===== src/hdl/dfc_pkg.sv =====
// Constants and encodings for the decimation filter configuration block
package dfc_pkg;

    // ------------------------------------------------------------
    // Serial frame layout
    // ------------------------------------------------------------
    localparam int FRAME_BITS = 16;
    localparam int ADDR_W = 8;
    localparam int DATA_W = 8;
    localparam logic [3:0] LAST_BIT_IDX = 4'hF;

    // ------------------------------------------------------------
    // Register offsets
    // ------------------------------------------------------------
    localparam logic [7:0] SW_RESET_ADDR = 8'h00;
    localparam logic [7:0] PROC_CTRL_ADDR = 8'h1B;
    localparam logic [7:0] BAND_SEL_ADDR = 8'h1D;

    // ------------------------------------------------------------
    // Field positions and reset values
    // ------------------------------------------------------------
    localparam int SW_RESET_BIT = 1;
    localparam int OFFSET_EN_BIT = 7;
    localparam int COEFF_SEL_BIT = 5;
    localparam int DECIM_EN_BIT = 4;
    localparam int ODD_TAP_BIT = 3;
    localparam int RATE_MSB = 2;
    localparam int BAND_MSB = 1;
    localparam logic [7:0] PROC_CTRL_RESET = 8'h00;
    localparam logic [1:0] BAND_SEL_RESET = 2'h0;

    // ------------------------------------------------------------
    // Decimation rate codes
    // ------------------------------------------------------------
    localparam logic [2:0] RATE_DIV2 = 3'h0;
    localparam logic [2:0] RATE_DIV4 = 3'h1;
    localparam logic [2:0] RATE_NONE = 3'h3;
    localparam logic [2:0] RATE_DIV8 = 3'h4;

    // ------------------------------------------------------------
    // Band codes
    // ------------------------------------------------------------
    localparam logic [1:0] BAND_0 = 2'h0;
    localparam logic [1:0] BAND_1 = 2'h1;
    localparam logic [1:0] BAND_2 = 2'h2;
    localparam logic [1:0] BAND_3 = 2'h3;

    // ------------------------------------------------------------
    // Selected filter response
    // ------------------------------------------------------------
    typedef enum logic [2:0] {
        FLT_NONE = 3'h0,
        FLT_LP_FS4 = 3'h1,
        FLT_HP_FS4 = 3'h2,
        FLT_LP_FS8 = 3'h3,
        FLT_BP_3FS16 = 3'h4,
        FLT_BP_5FS16 = 3'h5,
        FLT_HP_3FS8 = 3'h6,
        FLT_CUSTOM = 3'h7
    } dfc_filter_type;

    // ------------------------------------------------------------
    // Power and mux control codes
    // ------------------------------------------------------------
    localparam logic [1:0] PWR_NORMAL = 2'h0;
    localparam logic [1:0] PWR_STANDBY = 2'h1;
    localparam logic [1:0] PWR_OUT_OFF = 2'h2;
    localparam logic [1:0] PWR_MUX = 2'h3;

endpackage


===== src/hdl/dfc_top.sv =====
// Serial configuration port and decimation filter control decode
`timescale 1ns/1ps
`default_nettype none

module dfc_top (
    // Clock and reset
    input wire logic clk_i,
    input wire logic nrst_i,
    // Configuration pins
    input wire logic reset_pin_i,
    input wire logic serial_clock_pin_i,
    input wire logic serial_data_in_pin_i,
    input wire logic serial_enable_or_format_pin_i,
    input wire logic power_mux_control_a_i,
    input wire logic power_mux_control_b_i,
    // Processing path controls
    output logic use_custom_coeff_o,
    output logic offset_corr_en_o,
    output logic decim_en_o,
    output logic [2:0] decim_rate_o,
    output logic odd_tap_o,
    output dfc_pkg::dfc_filter_type filter_mode_o,
    // Analog and output interface controls
    output logic parallel_mode_o,
    output logic coarse_gain_o,
    output logic ext_ref_o,
    output logic lvds_sel_o,
    output logic twos_comp_o,
    output logic [1:0] power_mode_o,
    output logic mux_mode_o
);

    // ------------------------------------------------------------
    // Pin synchronisation
    // ------------------------------------------------------------
    logic [5:0] pins_s;
    logic rst_pin_s;
    logic sclk_s;
    logic serial_data_in_pin_s;
    logic sen_s;
    logic [1:0] ctrl_s;

    dfc_sync #(.WIDTH(6)) u_sync (
        .clk_i(clk_i),
        .nrst_i(nrst_i),
        .d_i({reset_pin_i, serial_clock_pin_i, serial_data_in_pin_i,
              serial_enable_or_format_pin_i, power_mux_control_a_i,
              power_mux_control_b_i}),
        .q_o(pins_s)
    );

    assign rst_pin_s = pins_s[5];
    assign sclk_s = pins_s[4];
    assign serial_data_in_pin_s = pins_s[3];
    assign sen_s = pins_s[2];
    assign ctrl_s = pins_s[1:0];

    // ------------------------------------------------------------
    // Serial receiver
    // ------------------------------------------------------------
    typedef enum logic [2:0] {
        ST_IDLE = 3'b001,
        ST_SHIFT = 3'b010,
        ST_WAIT = 3'b100
    } dfc_rx_state_type;

    dfc_rx_state_type state, next_state;
    logic [dfc_pkg::FRAME_BITS-1:0] shreg, next_shreg;
    logic [3:0] cnt, next_cnt;
    logic sclk_prev, next_sclk_prev;
    logic sclk_fall;
    logic wr_now;
    logic [15:0] frame_word;
    logic [7:0] wr_addr;
    logic [7:0] wr_data;

    assign sclk_fall = sclk_prev & ~sclk_s;
    assign frame_word = {shreg[dfc_pkg::FRAME_BITS-2:0], serial_data_in_pin_s};
    assign wr_addr = frame_word[15:8];
    assign wr_data = frame_word[7:0];

    always_comb begin
        next_state = state;
        next_shreg = shreg;
        next_cnt = cnt;
        next_sclk_prev = sclk_s;
        wr_now = 1'b0;
        unique case (state)
            ST_IDLE: begin
                if (!rst_pin_s && !sen_s) begin
                    next_state = ST_SHIFT;
                    next_cnt = 4'h0;
                end
            end
            ST_SHIFT: begin
                // Enable rising mid-frame drops the partial word
                if (sen_s || rst_pin_s) begin
                    next_state = ST_IDLE;
                end else if (sclk_fall) begin
                    next_shreg = frame_word;
                    next_cnt = cnt + 4'h1;
                    if (cnt == dfc_pkg::LAST_BIT_IDX) begin
                        wr_now = 1'b1;
                        next_state = ST_WAIT;
                    end
                end
            end
            ST_WAIT: begin
                if (sen_s || rst_pin_s) begin
                    next_state = ST_IDLE;
                end
            end
        endcase
    end

    always_ff @(posedge clk_i or negedge nrst_i) begin
        if (!nrst_i) begin
            state <= ST_IDLE;
            shreg <= '0;
            cnt <= 4'h0;
            sclk_prev <= 1'b0;
        end else begin
            state <= next_state;
            shreg <= next_shreg;
            cnt <= next_cnt;
            sclk_prev <= next_sclk_prev;
        end
    end

    // ------------------------------------------------------------
    // Register file
    // ------------------------------------------------------------
    logic [7:0] proc_ctrl, next_proc_ctrl;
    logic [1:0] band_sel, next_band_sel;

    always_comb begin
        next_proc_ctrl = proc_ctrl;
        next_band_sel = band_sel;
        // Pin held high also keeps the map cleared for parallel mode
        if (rst_pin_s) begin
            next_proc_ctrl = dfc_pkg::PROC_CTRL_RESET;
            next_band_sel = dfc_pkg::BAND_SEL_RESET;
        end else if (wr_now) begin
            if (wr_addr == dfc_pkg::SW_RESET_ADDR
                && wr_data[dfc_pkg::SW_RESET_BIT]) begin
                next_proc_ctrl = dfc_pkg::PROC_CTRL_RESET;
                next_band_sel = dfc_pkg::BAND_SEL_RESET;
            end else if (wr_addr == dfc_pkg::PROC_CTRL_ADDR) begin
                next_proc_ctrl = wr_data;
            end else if (wr_addr == dfc_pkg::BAND_SEL_ADDR) begin
                // Upper six bits carry nothing and are dropped
                next_band_sel = wr_data[dfc_pkg::BAND_MSB:0];
            end
        end
    end

    always_ff @(posedge clk_i or negedge nrst_i) begin
        if (!nrst_i) begin
            proc_ctrl <= dfc_pkg::PROC_CTRL_RESET;
            band_sel <= dfc_pkg::BAND_SEL_RESET;
        end else begin
            proc_ctrl <= next_proc_ctrl;
            band_sel <= next_band_sel;
        end
    end

    // ------------------------------------------------------------
    // Filter decode
    // ------------------------------------------------------------
    function automatic dfc_pkg::dfc_filter_type decode_filter(
        input logic custom,
        input logic dec_en,
        input logic [2:0] rate,
        input logic [1:0] band
    );
        dfc_pkg::dfc_filter_type f;
        f = dfc_pkg::FLT_NONE;
        if (custom) begin
            f = dfc_pkg::FLT_CUSTOM;
        end else if (dec_en) begin
            if (rate == dfc_pkg::RATE_DIV2) begin
                if (band == dfc_pkg::BAND_0) begin
                    f = dfc_pkg::FLT_LP_FS4;
                end else if (band == dfc_pkg::BAND_1) begin
                    f = dfc_pkg::FLT_HP_FS4;
                end
            end else if (rate == dfc_pkg::RATE_DIV4) begin
                if (band == dfc_pkg::BAND_0) begin
                    f = dfc_pkg::FLT_LP_FS8;
                end else if (band == dfc_pkg::BAND_1) begin
                    f = dfc_pkg::FLT_BP_3FS16;
                end else if (band == dfc_pkg::BAND_2) begin
                    f = dfc_pkg::FLT_BP_5FS16;
                end else begin
                    f = dfc_pkg::FLT_HP_3FS8;
                end
            end
            // Rates that need user coefficients have no built-in response
        end
        return f;
    endfunction

    logic ctl_offset;
    logic ctl_custom;
    logic ctl_dec_en;
    logic [2:0] ctl_rate;

    assign ctl_offset = proc_ctrl[dfc_pkg::OFFSET_EN_BIT];
    assign ctl_custom = proc_ctrl[dfc_pkg::COEFF_SEL_BIT];
    assign ctl_dec_en = proc_ctrl[dfc_pkg::DECIM_EN_BIT];
    assign ctl_rate = proc_ctrl[dfc_pkg::RATE_MSB:0];

    // ------------------------------------------------------------
    // Output registers
    // ------------------------------------------------------------
    always_ff @(posedge clk_i or negedge nrst_i) begin
        if (!nrst_i) begin
            use_custom_coeff_o <= 1'b0;
            offset_corr_en_o <= 1'b0;
            decim_en_o <= 1'b0;
            decim_rate_o <= dfc_pkg::RATE_DIV2;
            odd_tap_o <= 1'b0;
            filter_mode_o <= dfc_pkg::FLT_NONE;
            parallel_mode_o <= 1'b0;
            coarse_gain_o <= 1'b0;
            ext_ref_o <= 1'b0;
            lvds_sel_o <= 1'b0;
            twos_comp_o <= 1'b0;
            power_mode_o <= dfc_pkg::PWR_NORMAL;
            mux_mode_o <= 1'b0;
        end else begin
            use_custom_coeff_o <= ctl_custom;
            offset_corr_en_o <= ctl_offset;
            decim_en_o <= ctl_dec_en;
            decim_rate_o <= ctl_rate;
            odd_tap_o <= proc_ctrl[dfc_pkg::ODD_TAP_BIT];
            filter_mode_o <= decode_filter(ctl_custom, ctl_dec_en,
                                           ctl_rate, band_sel);
            parallel_mode_o <= rst_pin_s;
            // Pins are treated as logic levels, not as analog straps
            coarse_gain_o <= rst_pin_s & sclk_s;
            ext_ref_o <= rst_pin_s & ~sclk_s;
            lvds_sel_o <= rst_pin_s & sen_s;
            twos_comp_o <= rst_pin_s & ~sen_s;
            power_mode_o <= ctrl_s;
            mux_mode_o <= (ctrl_s == dfc_pkg::PWR_MUX);
        end
    end

    // ------------------------------------------------------------
    // Assertions
    // ------------------------------------------------------------
    soft_reset_clear_a: assert property (
        @(posedge clk_i) disable iff (!nrst_i)
        wr_now && wr_addr == dfc_pkg::SW_RESET_ADDR
        && wr_data[dfc_pkg::SW_RESET_BIT]
        |=> proc_ctrl == dfc_pkg::PROC_CTRL_RESET ##1 !offset_corr_en_o
    ) else $error("soft reset did not clear control");

    pin_reset_clear_a: assert property (
        @(posedge clk_i) disable iff (!nrst_i)
        rst_pin_s |=> proc_ctrl == dfc_pkg::PROC_CTRL_RESET
        && band_sel == dfc_pkg::BAND_SEL_RESET
    ) else $error("reset pin did not clear registers");

    frame_abort_a: assert property (
        @(posedge clk_i) disable iff (!nrst_i)
        state == ST_SHIFT && sen_s |=> state == ST_IDLE
    ) else $error("enable high did not end the frame");

    ctrl_write_a: assert property (
        @(posedge clk_i) disable iff (!nrst_i)
        wr_now && wr_addr == dfc_pkg::PROC_CTRL_ADDR && !rst_pin_s
        |=> proc_ctrl == $past(wr_data) ##1
        offset_corr_en_o == $past(ctl_offset)
    ) else $error("control write not applied");

    custom_coeff_a: assert property (
        @(posedge clk_i) disable iff (!nrst_i)
        ctl_custom |=> filter_mode_o == dfc_pkg::FLT_CUSTOM
        && use_custom_coeff_o
    ) else $error("custom coefficients not selected");

    div2_band_a: assert property (
        @(posedge clk_i) disable iff (!nrst_i)
        !ctl_custom && ctl_dec_en && ctl_rate == dfc_pkg::RATE_DIV2
        && band_sel == dfc_pkg::BAND_1
        |=> filter_mode_o == dfc_pkg::FLT_HP_FS4
    ) else $error("decimate-by-2 high pass not chosen");

    div4_band_a: assert property (
        @(posedge clk_i) disable iff (!nrst_i)
        !ctl_custom && ctl_dec_en && ctl_rate == dfc_pkg::RATE_DIV4
        && band_sel == dfc_pkg::BAND_2
        |=> filter_mode_o == dfc_pkg::FLT_BP_5FS16
    ) else $error("decimate-by-4 band pass not chosen");

    div4_edges_a: assert property (
        @(posedge clk_i) disable iff (!nrst_i)
        !ctl_custom && ctl_dec_en && ctl_rate == dfc_pkg::RATE_DIV4
        && band_sel == dfc_pkg::BAND_3
        |=> filter_mode_o == dfc_pkg::FLT_HP_3FS8
    ) else $error("decimate-by-4 high pass not chosen");

    decim_off_a: assert property (
        @(posedge clk_i) disable iff (!nrst_i)
        !ctl_custom && !ctl_dec_en |=> filter_mode_o == dfc_pkg::FLT_NONE
    ) else $error("filter active with decimation off");

    parallel_gain_a: assert property (
        @(posedge clk_i) disable iff (!nrst_i)
        rst_pin_s && sclk_s |=> coarse_gain_o && !ext_ref_o
    ) else $error("coarse gain not taken from clock pin");

    parallel_format_a: assert property (
        @(posedge clk_i) disable iff (!nrst_i)
        !rst_pin_s |=> !lvds_sel_o && !twos_comp_o
    ) else $error("format pins active in serial mode");

    mux_decode_a: assert property (
        @(posedge clk_i) disable iff (!nrst_i)
        ctrl_s == dfc_pkg::PWR_MUX |=> mux_mode_o
        && power_mode_o == dfc_pkg::PWR_MUX
    ) else $error("mux mode not decoded");

    write_seen_c: cover property (
        @(posedge clk_i) disable iff (!nrst_i) wr_now);
    custom_path_c: cover property (
        @(posedge clk_i) disable iff (!nrst_i)
        filter_mode_o == dfc_pkg::FLT_CUSTOM);
    bandpass_c: cover property (
        @(posedge clk_i) disable iff (!nrst_i)
        filter_mode_o == dfc_pkg::FLT_BP_3FS16);
    parallel_c: cover property (
        @(posedge clk_i) disable iff (!nrst_i) parallel_mode_o);

endmodule

`default_nettype wire


===== src/hdl/dfc_sync.sv =====
// Two-stage synchroniser for pin inputs
`timescale 1ns/1ps
`default_nettype none

module dfc_sync #(
    parameter int WIDTH = 1
) (
    // Clock and reset
    input wire logic clk_i,
    input wire logic nrst_i,
    // Data
    input wire logic [WIDTH-1:0] d_i,
    output logic [WIDTH-1:0] q_o
);

    logic [WIDTH-1:0] meta;

    always_ff @(posedge clk_i or negedge nrst_i) begin
        if (!nrst_i) begin
            meta <= '0;
            q_o <= '0;
        end else begin
            meta <= d_i;
            q_o <= meta;
        end
    end

endmodule

`default_nettype wire


===== config.mk =====
export PLATFORM = sky130hd
export DESIGN_NAME = dfc_top
export DESIGN_NICKNAME = d
export VERILOG_FILES = /design/src/hdl/dfc_pkg.sv /design/src/hdl/dfc_top.sv /design/src/hdl/dfc_sync.sv
export SDC_FILE = /design/constraint.sdc
export NUM_CORES = 1
export LEC_CHECK = 0
export BUFFER_PORTS_ARGS = -buffer_cell sky130_fd_sc_hd__clkbuf_2
export CAP_MARGIN = 40
export CORE_MARGIN = 2
export CORE_UTILIZATION = 29
export CTS_BUF_LIST = sky130_fd_sc_hd__clkbuf_8
export DETAILED_ROUTE_END_ITERATION = 16
export PLACE_DENSITY_LB_ADDON = 0.12
export SKIP_LAST_GASP = 1
export SLEW_MARGIN = 10
export SYNTH_ARGS = -nofsm -noshare
export SYNTH_HDL_FRONTEND = slang
export SYNTH_SLANG_ARGS = --single-unit

===== constraint.sdc =====
create_clock -name clk_i -period 2.3 [get_ports clk_i]
set_clock_uncertainty 0.1 [all_clocks]
set_input_delay 0.23 -clock clk_i [delete_from_list [all_inputs] [get_ports clk_i]]
set_output_delay 0.23 -clock clk_i [all_outputs]
set_load 0.02 [all_outputs]

# Word level (Yosys, flattened, before mapping)
# Index checks and enable logic that the tools add are counted.
[op_classes] shifts=0 n_mul=0 add_sub_neg=1 n_eq_ne=17 n_div=0 muxes=32 magnitude_cmp=0 n_bitwise=8 n_reduce_logical=17
[op_table] op="$mux W8" count=4
[op_table] op="$mux W3" count=10
[op_table] op="$mux W2" count=9
[op_table] op="$eq A8 B5 Y1 const B" count=2
[op_table] op="$mux W4" count=3
[op_table] op="$pmux W3 S3" count=1
[op_table] op="$logic_not A8 Y1" count=1
[op_table] op="$ne A2 B2 Y1 const B" count=4
[op_table] op="$pmux W4 S2" count=1
[op_table] op="$reduce_and A4 Y1" count=2
[op_table] op="$eq A3 B1 Y1 const B" count=2
[op_table] op="$ne A3 B3 Y1 const B" count=2
[op_table] op="$reduce_and A3 Y1" count=2
[op_table] op="$reduce_bool A3 Y1" count=2
[op_table] op="$and A1 B1 Y1" count=5
[op_table] op="$add A4 B1 Y4 const B" count=1
[op_table] op="$eq A2 B2 Y1 const B" count=2
[op_table] op="$eq A4 B4 Y1 const B" count=1
[op_table] op="$mux W1" count=4
[op_table] op="$reduce_bool A2 Y1" count=2
[op_table] op="$eq A3 B2 Y1 const B" count=1
[op_table] op="$eq A3 B3 Y1 const B" count=1
[op_table] op="$logic_not A3 Y1" count=1
[op_table] op="$ne A3 B2 Y1 const B" count=1
[op_table] op="7 further kinds" count=11
[totals] latchBits=0 memories=0 word_cells=96 reg_bits=63 mem_bits_rw=0 romBits=0

# Logic depth before layout (Yosys ltp)
# Gate-level depths: netlist of the first run.
[logic_depth] depth_word=8 ltp_mapped=6

# Modules after synthesis
# From an unflattened synthesis of the first run, not the netlist that was laid out.
[hier_totals] hier_cells=184 area_unflattened_um2=2245.9
[modules_own_cells] mod="dfc_top" area_each_um2=1945.6 seq_area_each_um2=1252.5 n_inst=1 cells_per_inst=172
[modules_own_cells] mod="dfc_sync" area_each_um2=300.3 seq_area_each_um2=300.3 n_inst=1 cells_per_inst=12

# Worst setup path after synthesis of the first run
# Ideal clock, no wire load.
[synth_timing] kind="reg2reg" start="register shreg[10] (netlist bit)" end="register proc_ctrl[0]" setup_slack_ns=0.600 path_stages_with_launch=5 t_arrival_ns=1.479 setup_ns=0.121 period_less_slack_ns=1.700 path_buffers=0 cell_sequence="dfrtp_1 or4b_4 o21ai_4 a41oi_4 a22o_1"
[synth_between] elab_chain_len=5 word_cells_on_any_way=8 cone_classes="eq/ne: 1; mux: 3; reduce/logical: 4"
[synth_rtl] item="start: declaration" line_no="dfc_top.sv:68" rtl="logic [dfc_pkg::FRAME_BITS-1:0] shreg, next_shreg;"
[synth_rtl] item="start signal: assignment" line_no="dfc_top.sv:124" rtl="shreg <= next_shreg;"
[synth_rtl] item="$logic_not A8 Y1" line_no="dfc_top.sv:144" rtl="if (wr_addr == dfc_pkg::SW_RESET_ADDR"
[synth_rtl] item="$logic_and A1 B1 Y1" line_no="dfc_top.sv:145" rtl="&& wr_data[dfc_pkg::SW_RESET_BIT]) begin"
[synth_rtl] item="$mux W8" line_no="dfc_top.sv:144"
[synth_rtl] item="$mux W8" line_no="dfc_top.sv:143" rtl="end else if (wr_now) begin"
[synth_rtl] item="$mux W8" line_no="dfc_top.sv:140" rtl="if (rst_pin_s) begin"
[synth_rtl] item="end signal: assignment" line_no="dfc_top.sv:159" rtl="proc_ctrl <= dfc_pkg::PROC_CTRL_RESET;"
[synth_rtl] item="end signal: assignment" line_no="dfc_top.sv:162" rtl="proc_ctrl <= next_proc_ctrl;"
[synth_rtl] item="end: declaration" line_no="dfc_top.sv:133" rtl="logic [7:0] proc_ctrl, next_proc_ctrl;"
# Parallel ways exist; a longest one is shown, timed or not. The select of a mux whose other input is x is not followed.
# A chain may end at the register's enable or synchronous reset.

# Worst setup path after layout of the first run
[layout_timing] start="register u_sync.q_o[5]" end="register proc_ctrl[3]"
[layout_between] elab_chain_len=5 word_cells_on_any_way=7 cone_classes="mux: 3; reduce/logical: 4"
[layout_rtl] item="start: declaration" line_no="dfc_sync.sv:13" rtl="output logic [WIDTH-1:0] q_o"
[layout_rtl] item="start signal: assignment" line_no="dfc_sync.sv:24" rtl="q_o <= meta;"
[layout_rtl] item="$logic_or A1 B1 Y1" line_no="dfc_top.sv:97" rtl="if (sen_s || rst_pin_s) begin"
[layout_rtl] item="$mux W1" line_no="dfc_top.sv:97"
[layout_rtl] item="$mux W1" line_no="dfc_top.sv:88" rtl="unique case (state)"
[layout_rtl] item="$reduce_bool A2 Y1 (no line)"
[layout_rtl] item="$reduce_and A2 Y1 (no line)"
# Parallel ways exist; a longest one is shown, timed or not.

==> run_results.csv, run 1 <==
group,metric,value,unit
clock_tree,cts_tree,"built",
clock_tree,cts_resized,0,
finish,area_growth,21.8,%
timing,rsz0062_at_grt,"no",
die,rows,32,
drt,antenna_left,0,
die,initial_core_util,0.298,
drt,drtPass1Iterations,4,
finish,n_fill_cell,745,
global_routing,grt_pass1_wl,6740,um
die,die_area,8670,um^2
clock_tree,post_cts_buffers,0,
worst_setup_path,arrival,1.96,ns
worst_setup_path,slowest_delay,0.50,ns
placed_design,placed_cells,286,
placed_design,dpl_cell_area,2560,um^2
clock_tree,cts.reportedPaths.clkPinSlew,0.06,ns
synthesis,synth_edf_count,0,
timing,worstMarginPinSlew,0.761,ns
finish,post-route-cell-area,2810,um^2
drt,post-route-drc-count,0,
die,ioPinCount,26,
drt,wirelength,3870,um
finish,drive_gt1_frac,0.304,
global_routing,grt_pass1_vias,1387,
synthesis,synthCells,161,
drt,vias_per_cell,4.39,
worst_setup_path,cp.required,2.43,ns
clock_tree,h-tree-depth,3,
worst_setup_path,crit_type,"reg -> reg",
global_routing,antenna_found_initial,0,
placed_design,port_buffers,25,
worst_setup_path,cp_cell_sequence,"or3_1 > nor2_1 > a41oi_4 > a22o_1",
die,dieWidth,93.1,um
clock_tree,cts_made_buffers,9,
worst_setup_path,cp_max_fo,10,
worst_setup_path,cp_slowest_cell,"dfrtp_1",
power_and_ir_drop,vdd_ir_drop_max,0.000235,V
finish,nets,214,
timing,period_share,0.797,
clock_tree,clock_sinks,62,
timing,post-route-min-period,1.83,ns
placed_design,place_congestion,0.747,
finish,mostFrequentLayoutCell,"dfrtp_1",
worst_setup_path,rrSetupSlack,0.47,ns
timing,report.final.setup_viol,0,
timing,fmax,546,MHz
timing,hold_viol_final,0,
finish,fin_util,0.363,
clock_tree,cts-root-buf,"clkbuf_8",
die,dieHeight,93.1,um
min_path,hp-class,"reg -> reg",
clock_tree,cts_buffer_depth,2,
global_routing,grt_overflow,0,
synthesis,synth_nets,173,
finish,fin_cells,309,
timing,slew_headroom,0.493,
synthesis,dominantRegCellSynth,"dfrtp_1",
worst_setup_path,worst_setup_path_end_kind,"flop",
finish,final_cell_mix,"dfrtp_1 (61), clkbuf_2 (25), mux2_2 (15), nor2_1 (11), clkbuf_8 (11)",
synthesis,yosys_warnings,0,
synthesis,synth_seq_cells,62,
run_status,outcome,"finished, final reports clean",
synthesis,synth.distinct_cells,40,
timing,fin_setup_tns,0,ns
synthesis,ys_seq_area_frac,0.674,
power_and_ir_drop,p_leak,1.39,nW
timing,final-max-slew-violation-count,0,
placed_design,dp_hpwl,2730,um
clock_tree,clock_latency,0.34,ns
synthesis,synth_area,2300,um^2
drt,wl_per_cell,12.5,um
global_routing,grtUsageTotal,0.104,
drt,vias,1356,
synthesis,ys_async_sr_fraction,1.00,
synthesis,synth.avg_cell_area,14.3,um^2
die,core,7730,um^2
drt,drtIter0Drc,50,
run,drv_cap,0,
finish,antenna_cells,0,
global_routing,grt_max_degree,34,
worst_setup_path,start_kind,"flop",
power_and_ir_drop,powerDensity,823,nW/um^2
## what timing repair did
item / in CTS / in global routing
hold endpoints to repair: 34 / 0
hold buffers: 7 / 0
setup endpoints to repair: 0 / 0
## registers in the layout, indices dropped and copies added (netlist names), 2 cells and up
name / count
shreg: 15
proc_ctrl: 7
u_sync.meta: 6
u_sync.q_o: 6
cnt: 4
decim_rate_o: 3
filter_mode_o: 3
state: 3
band_sel: 2
power_mode_o: 2
## worst max-delay path, delay by kind of cell, from the launching register on
family / cells / cell delay [ns]
and+or+nand+nor: 2 / 0.64
DFF: 1 / 0.50
AOI/OAI and AO/OA: 2 / 0.48
## final timing paths
path,start,cells after the start,to
hold reg to reg,u_sync.meta[2],0,u_sync.q_o[2]
hold / removal,u_sync.meta[2],0,u_sync.q_o[2]
setup reg to reg,u_sync.q_o[5],4,proc_ctrl[3]
setup / recovery,u_sync.q_o[5],4,proc_ctrl[3]
min in group asynchronous,nrst_i,2,lvds_sel_o
max in group asynchronous,nrst_i,3,shreg[3]
## stage by stage
| stage | hold slack, ns | setup slack [ns] | power, mW |
|---|---|---|---|
| after CTS | 0.255 | 0.451 | 2.35 |
| after global placement | 0.222 | 0.524 | 1.50 |
| after floorplan | -0.166 | 0.600 | 1.42 |
| after detailed placement | 0.235 | 0.465 | 1.51 |
| after global routing | 0.258 | 0.349 | 2.45 |
| final | 0.249 | 0.468 | 2.31 |
## cell usage after synthesis, types with 2 or more instances
library cell  count  share of area
nand3_1           5          0.011
a22o_1            7          0.027
and2_1            3         0.0081
o211ai_1          2         0.0065
o21ai_0           4         0.0087
inv_1             6         0.0098
a21o_1            2         0.0065
nand2b_1          3         0.0081
mux2_2           15          0.073
a32o_1            2         0.0087
ha_1              4          0.022
buf_2             2         0.0043
nor2_1           11          0.018
and3_1            4          0.011
dfrtp_1          61           0.66
nand4_1           2         0.0054
nand2_1           5         0.0081
## cells by family after synthesis
family / Yosys count / synth area share
xor gates and xnor gates: 1 / 0.00380
adders and majority gates: 4 / 0.0217
AOI/OAI and AO/OA: 23 / 0.0891
muxes: 16 / 0.0777
buffers and inverters: 10 / 0.0190
and+or+nand+nor: 45 / 0.115
DFF: 62 / 0.674
## power breakdown
part / internal (mW) / switching [mW] / total, mW
logic: 0.120 / 0.131 / 0.251
clock network: 0.434 / 0.380 / 0.814
registers: 1.17 / 0.0705 / 1.24
total: 1.73 / 0.582 / 2.31
## layer usage
metal  track usage  wire length, um  share of wire
met4        0.0551               97          0.025
met3        0.0508              187          0.048
met5             0                0              0
met2         0.145             1710           0.44
met1         0.134             1880           0.49
## cell type report
cell class / instances / area (um^2) / area share
clock buffers: 11 / 151 / 0.0540
clock inverters: 5 / 21.3 / 0.00758
inverters: 6 / 22.5 / 0.00803
multi-input cells: 89 / 707 / 0.252
flip-flops and latches: 62 / 1550 / 0.554
well taps: 102 / 128 / 0.0455
repair buffers: 34 / 223 / 0.0794
Note: power is estimated with default switching activity, not from simulation.
==> run 2: changes to the inputs <==
- clock period: 2.3 -> 1.5 ns (I/O delays scaled with it)
==> run_results.csv, run 2 (synthesis results as in run 1) <==
group,metric,value,unit
power_and_ir_drop,sw_frac_of_total,0.238,
timing,post-route-min-period,1.72,ns
power_and_ir_drop,powerDensity,1350,nW/um^2
finish,largest_register_ffs,15,
power_and_ir_drop,power.net_switching,1.01,mW
worst_setup_path,critPathBufInv,0,
global_routing,grt_pass1_wl,7240,um
timing,slew_headroom,0.747,
die,dieHeight,93.1,um
clock_tree,clock_sinks,62,
finish,regMostFlops,"shreg",
drt,vias_per_cell,4.45,
worst_setup_path,cp.required,1.64,ns
worst_setup_path,worst_setup_path_end_kind,"flop",
die,dieWidth,93.1,um
timing,period_share,1.15,
clock_tree,clock_latency,0.34,ns
placed_design,dp_hpwl,2910,um
timing,setup_slack,-0.220,ns
power_and_ir_drop,power,4.22,mW
placed_design,port_buffers,25,
timing,report.final.setup_viol,25,
power_and_ir_drop,p_seq_frac,0.442,
timing,rsz0062_at_grt,"yes",
worst_setup_path,cp_max_fo,2,
drt,drtPass1Iterations,4,
drt,antenna_left,0,
run_status,violations,"negative setup slack",
global_routing,grtUsageTotal,0.112,
finish,area_growth,35.9,%
worst_setup_path,crit_type,"reg -> reg",
finish,n_fill_cell,733,
placed_design,dp_slack,-0.252,ns
finish,mostFrequentLayoutCell,"dfrtp_1",
worst_setup_path,cp_slowest_cell,"or4b_4",
run,drv_cap,0,
finish,fin_util,0.405,
die,die_area,8670,um^2
placed_design,place_congestion,0.753,
power_and_ir_drop,clkPwrFrac,0.414,
drt,top_layer,"met4",
run_status,outcome,"finished with violations",
finish,nets,242,
drt,drtIter0Drc,40,
worst_setup_path,rrSetupSlack,-0.22,ns
worst_setup_path,slowest_delay,0.56,ns
drt,vias,1498,
drt,wl_per_cell,12.7,um
finish,largest_registers,"shreg (15), proc_ctrl (7)",
drt,post-route-drc-count,0,
timing,final-max-slew-violation-count,0,
die,core,7730,um^2
timing,fin_setup_tns,-3.12,ns
timing,hold_viol_final,0,
power_and_ir_drop,combPwrFrac,0.144,
global_routing,grt_overflow,0,
timing,fmax,581,MHz
clock_tree,cts_tree,"built",
global_routing,antenna_found_initial,0,
clock_tree,cts.reportedPaths.clkPinSlew,0.07,ns
clock_tree,cts_buffer_depth,2,
power_and_ir_drop,vdd_ir_drop_max,0.000557,V
drt,wl_met1,1950,um
drt,dr_wl_met2,1980,um
power_and_ir_drop,power.internal,3.21,mW
finish,antenna_cells,0,
worst_setup_path,start_kind,"flop",
worst_setup_path,arrival,1.86,ns
drt,route.met3.wl,213,um
min_path,hp-class,"reg -> reg",
finish,seq_area,1550,um^2
clock_tree,cts-root-buf,"clkbuf_8",
global_routing,grt_pass1_vias,1537,
die,ioPinCount,26,
die,rows,32,
finish,drive_gt1_frac,0.413,
global_routing,grt_max_degree,63,
finish,final_cell_mix,"dfrtp_1 (61), clkbuf_2 (25), buf_4 (23), mux2_2 (15), nor2_1 (11)",
worst_setup_path,path_delay_family,"simple AND/OR/NAND/NOR gates",
timing,worstMarginPinSlew,0.379,ns
worst_setup_path,cp_cell_sequence,"or4b_4 > nor4_2 > o211ai_1 > a32o_1",
finish,multiInputGateArea,733,um^2
clock_tree,cts_made_buffers,9,
clock_tree,h-tree-depth,3,
die,initial_core_util,0.298,
timing,whs,0.248,ns
power_and_ir_drop,p_leak,1.55,nW
drt,wirelength,4270,um
==> run 2: changes by cell type in the layout (fill, tap and decap cells not counted), sizes merged <==
cell	change
inv	-2
clkinvlp	+2
bufinv	+3
clkinv	-1
clkbuf	-2
buf	+28
==> run 2: timing repair <==
action                     CTS  global route
hold endpoints to repair    67             0
gates resized for setup      3             9
pin swaps                    8             8
gates cloned                 0             0
hold buffers                 7             0
buffers inserted             1             3
setup endpoints to repair   28            30
==> run 2: path summary, 6_finish.rpt <==
| check | startpoint | end | depth (start not counted) |
|---|---|---|---|
| max | shreg[10] | band_sel[0] | 4 |
| min | u_sync.meta[4] | u_sync.q_o[4] | 0 |
| max reg2reg | shreg[10] | band_sel[0] | 4 |
| min reg2reg | u_sync.meta[4] | u_sync.q_o[4] | 0 |
| max in group asynchronous | nrst_i | state[0] | 3 |
| min in group asynchronous | nrst_i | shreg[0] | 3 |
==> run 2: power groups by stage <==
stage	sequential [mW]	combinational (mW)	clock, mW
2_1_floorplan	1.91	0.268	0
3_3_place_gp	1.89	0.550	0
3_5_place_dp	1.89	0.568	0
4_1_cts	1.86	0.589	1.79
5_1_grt	1.88	0.673	1.88
6_report	1.86	0.608	1.75
==> run 2: final cells by class <==
type	count	area share
Multi-Input combinational cell	89	0.234
Tap cell	102	0.0408
Sequential cell	62	0.496
Clock buffer	9	0.0396
Inverter	6	0.00720
Timing Repair Buffer	62	0.146
Clock inverter	7	0.0364
==> run 2: metal layers <==
| metal | up-vias | track usage |
|---|---|---|
| met3 | 9 | 0.0411 |
| met4 | 0 | 0.0662 |
| met1 | 743 | 0.136 |
| met2 | 35 | 0.170 |
| met5 | - | 0 |
| li1 | 711 | - |
==> run 2: per-stage QoR <==
step,instances,cell area (um^2)
2_1_floorplan,161,2310
3_3_place_gp,311,2760
3_5_place_dp,311,2760
4_1_cts,335,3080
5_1_grt,337,3130
6_report,337,3130
==> run 3: changes to the inputs <==
- CAP_MARGIN: 40 -> not set
- TNS_END_PERCENT: not set -> 5
==> run_results.csv, run 3 (synthesis results as in run 1) <==
group,metric,value,unit
drt,drtPass1Iterations,4,
finish,post-route-cell-area,3040,um^2
global_routing,grt_max_degree,63,
run_status,violations,"negative setup slack",
worst_setup_path,start_kind,"flop",
global_routing,grt_pass1_vias,1522,
global_routing,antenna_found_initial,0,
timing,slew_headroom,0.736,
timing,worstMarginPinSlew,0.386,ns
die,ioPinCount,26,
clock_tree,cts-root-buf,"clkbuf_8",
global_routing,grtUsageTotal,0.112,
drt,wl_per_cell,12.5,um
finish,regMostFlops,"shreg",
global_routing,grt_overflow,0,
placed_design,dpl_cell_area,2740,um^2
drt,vias,1442,
drt,drtIter0Drc,42,
placed_design,port_buffers,25,
finish,antenna_cells,0,
clock_tree,cts.reportedPaths.clkPinSlew,0.06,ns
power_and_ir_drop,p_leak,1.52,nW
run,drv_cap,0,
finish,drive_gt1_frac,0.391,
die,die_area,8670,um^2
finish,area_growth,31.8,%
timing,rsz0062_at_grt,"yes",
die,dieHeight,93.1,um
timing,post-route-min-period,1.74,ns
placed_design,dp_slack,-0.273,ns
min_path,hp-class,"reg -> reg",
die,core,7730,um^2
worst_setup_path,crit_type,"reg -> reg",
finish,n_fill_cell,730,
timing,period_share,1.16,
clock_tree,h-tree-depth,3,
timing,hold_viol_final,0,
placed_design,dp_hpwl,2940,um
clock_tree,cts_made_buffers,9,
clock_tree,clock_sinks,62,
finish,nets,238,
worst_setup_path,worst_setup_path_end_kind,"flop",
worst_setup_path,cp.required,1.62,ns
drt,post-route-drc-count,0,
die,dieWidth,93.1,um
placed_design,place_congestion,0.773,
global_routing,grt_pass1_wl,7290,um
power_and_ir_drop,powerDensity,1330,nW/um^2
drt,wirelength,4170,um
timing,final-max-slew-violation-count,0,
clock_tree,clock_latency,0.34,ns
power_and_ir_drop,power,4.03,mW
finish,final_cell_mix,"dfrtp_1 (61), clkbuf_2 (25), buf_4 (25), mux2_2 (15)",
timing,fmax,574,MHz
finish,largest_register_ffs,15,
timing,report.final.setup_viol,28,
die,initial_core_util,0.298,
die,rows,32,
timing,fin_setup_tns,-3.72,ns
finish,mostFrequentLayoutCell,"dfrtp_1",
clock_tree,cts_buffer_depth,2,
timing,setup_slack,-0.242,ns
worst_setup_path,cp_max_fo,7,
timing,whs,0.246,ns
clock_tree,cts_tree,"built",
run_status,outcome,"finished with violations",
worst_setup_path,arrival,1.87,ns
power_and_ir_drop,vdd_ir_drop_max,0.000692,V
drt,vias_per_cell,4.34,
drt,antenna_left,0,
finish,largest_registers,"shreg (15), proc_ctrl (7)",
==> run 3: changes by cell type in the layout (fill, tap and decap cells not counted), sizes merged <==
cell / previous run / this run
clkbuf: 34 / 36
clkinv: 1 / 2
inv: 7 / 6
buf: 30 / 26
clkinvlp: 2 / 0
bufinv: 3 / 2
==> run 3: layout make-up <==
type                       instances  area, um^2  area share
clock inverter                     4        70.1      0.0231
tap                              102         128      0.0420
clock buffer                      11         151      0.0499
multi-input combinational         89         708       0.233
inverter                           6        22.5     0.00742
sequential                        62        1550       0.512
timing repair buffer              58         403       0.133
==> run 3: worst paths after layout <==
kind,start,to,slack [ns],depth (start not counted)
max in group asynchronous,nrst_i,state[0],0.74,3
min in group asynchronous,nrst_i,twos_comp_o,0.27,3
max,shreg[7],proc_ctrl[7],-0.24,4
max reg2reg,shreg[7],proc_ctrl[7],-0.24,4
min reg2reg,u_sync.meta[4],u_sync.q_o[4],0.25,0
min,u_sync.meta[4],u_sync.q_o[4],0.25,0
==> run 3: through the flow <==
stage | std cells | utilization
finish | 332 | 0.393
global route | 332 | 0.393
CTS | 331 | 0.392
detailed placement | 309 | 0.354
global placement | 309 | 0.354
floorplan | 161 | -
==> run 3: worst max-delay path, cell delays in order (launching register included) <==
cell and delay (ns):
dfrtp_1 0.42, or4b_4 0.53, o21ai_4 0.16, a41oi_4 0.18, a22o_1 0.25
==> run 3: repair_timing <==
item,4_1_cts,5_1_grt
endpoints found under the setup margin,28,30
pin swaps,0,8
gates resized for setup,0,1
endpoints found under the hold margin,68,0
setup buffers,0,1
hold buffers,7,0
==> run 3: layer usage <==
metal  GRT usage  routed length (um)  vias to the layer above
li1            -                   -                      696
met1       0.133                1940                      708
met2       0.173                1930                       26
met3      0.0459                 187                       12
met4      0.0588                 108                        0
met5           0                   0                        -
==> run 3: where the power goes <==
group / switching, mW / internal, mW
clock network: 0.602 / 1.01
registers: 0.0790 / 1.80
logic: 0.259 / 0.286
total: 0.940 / 3.09
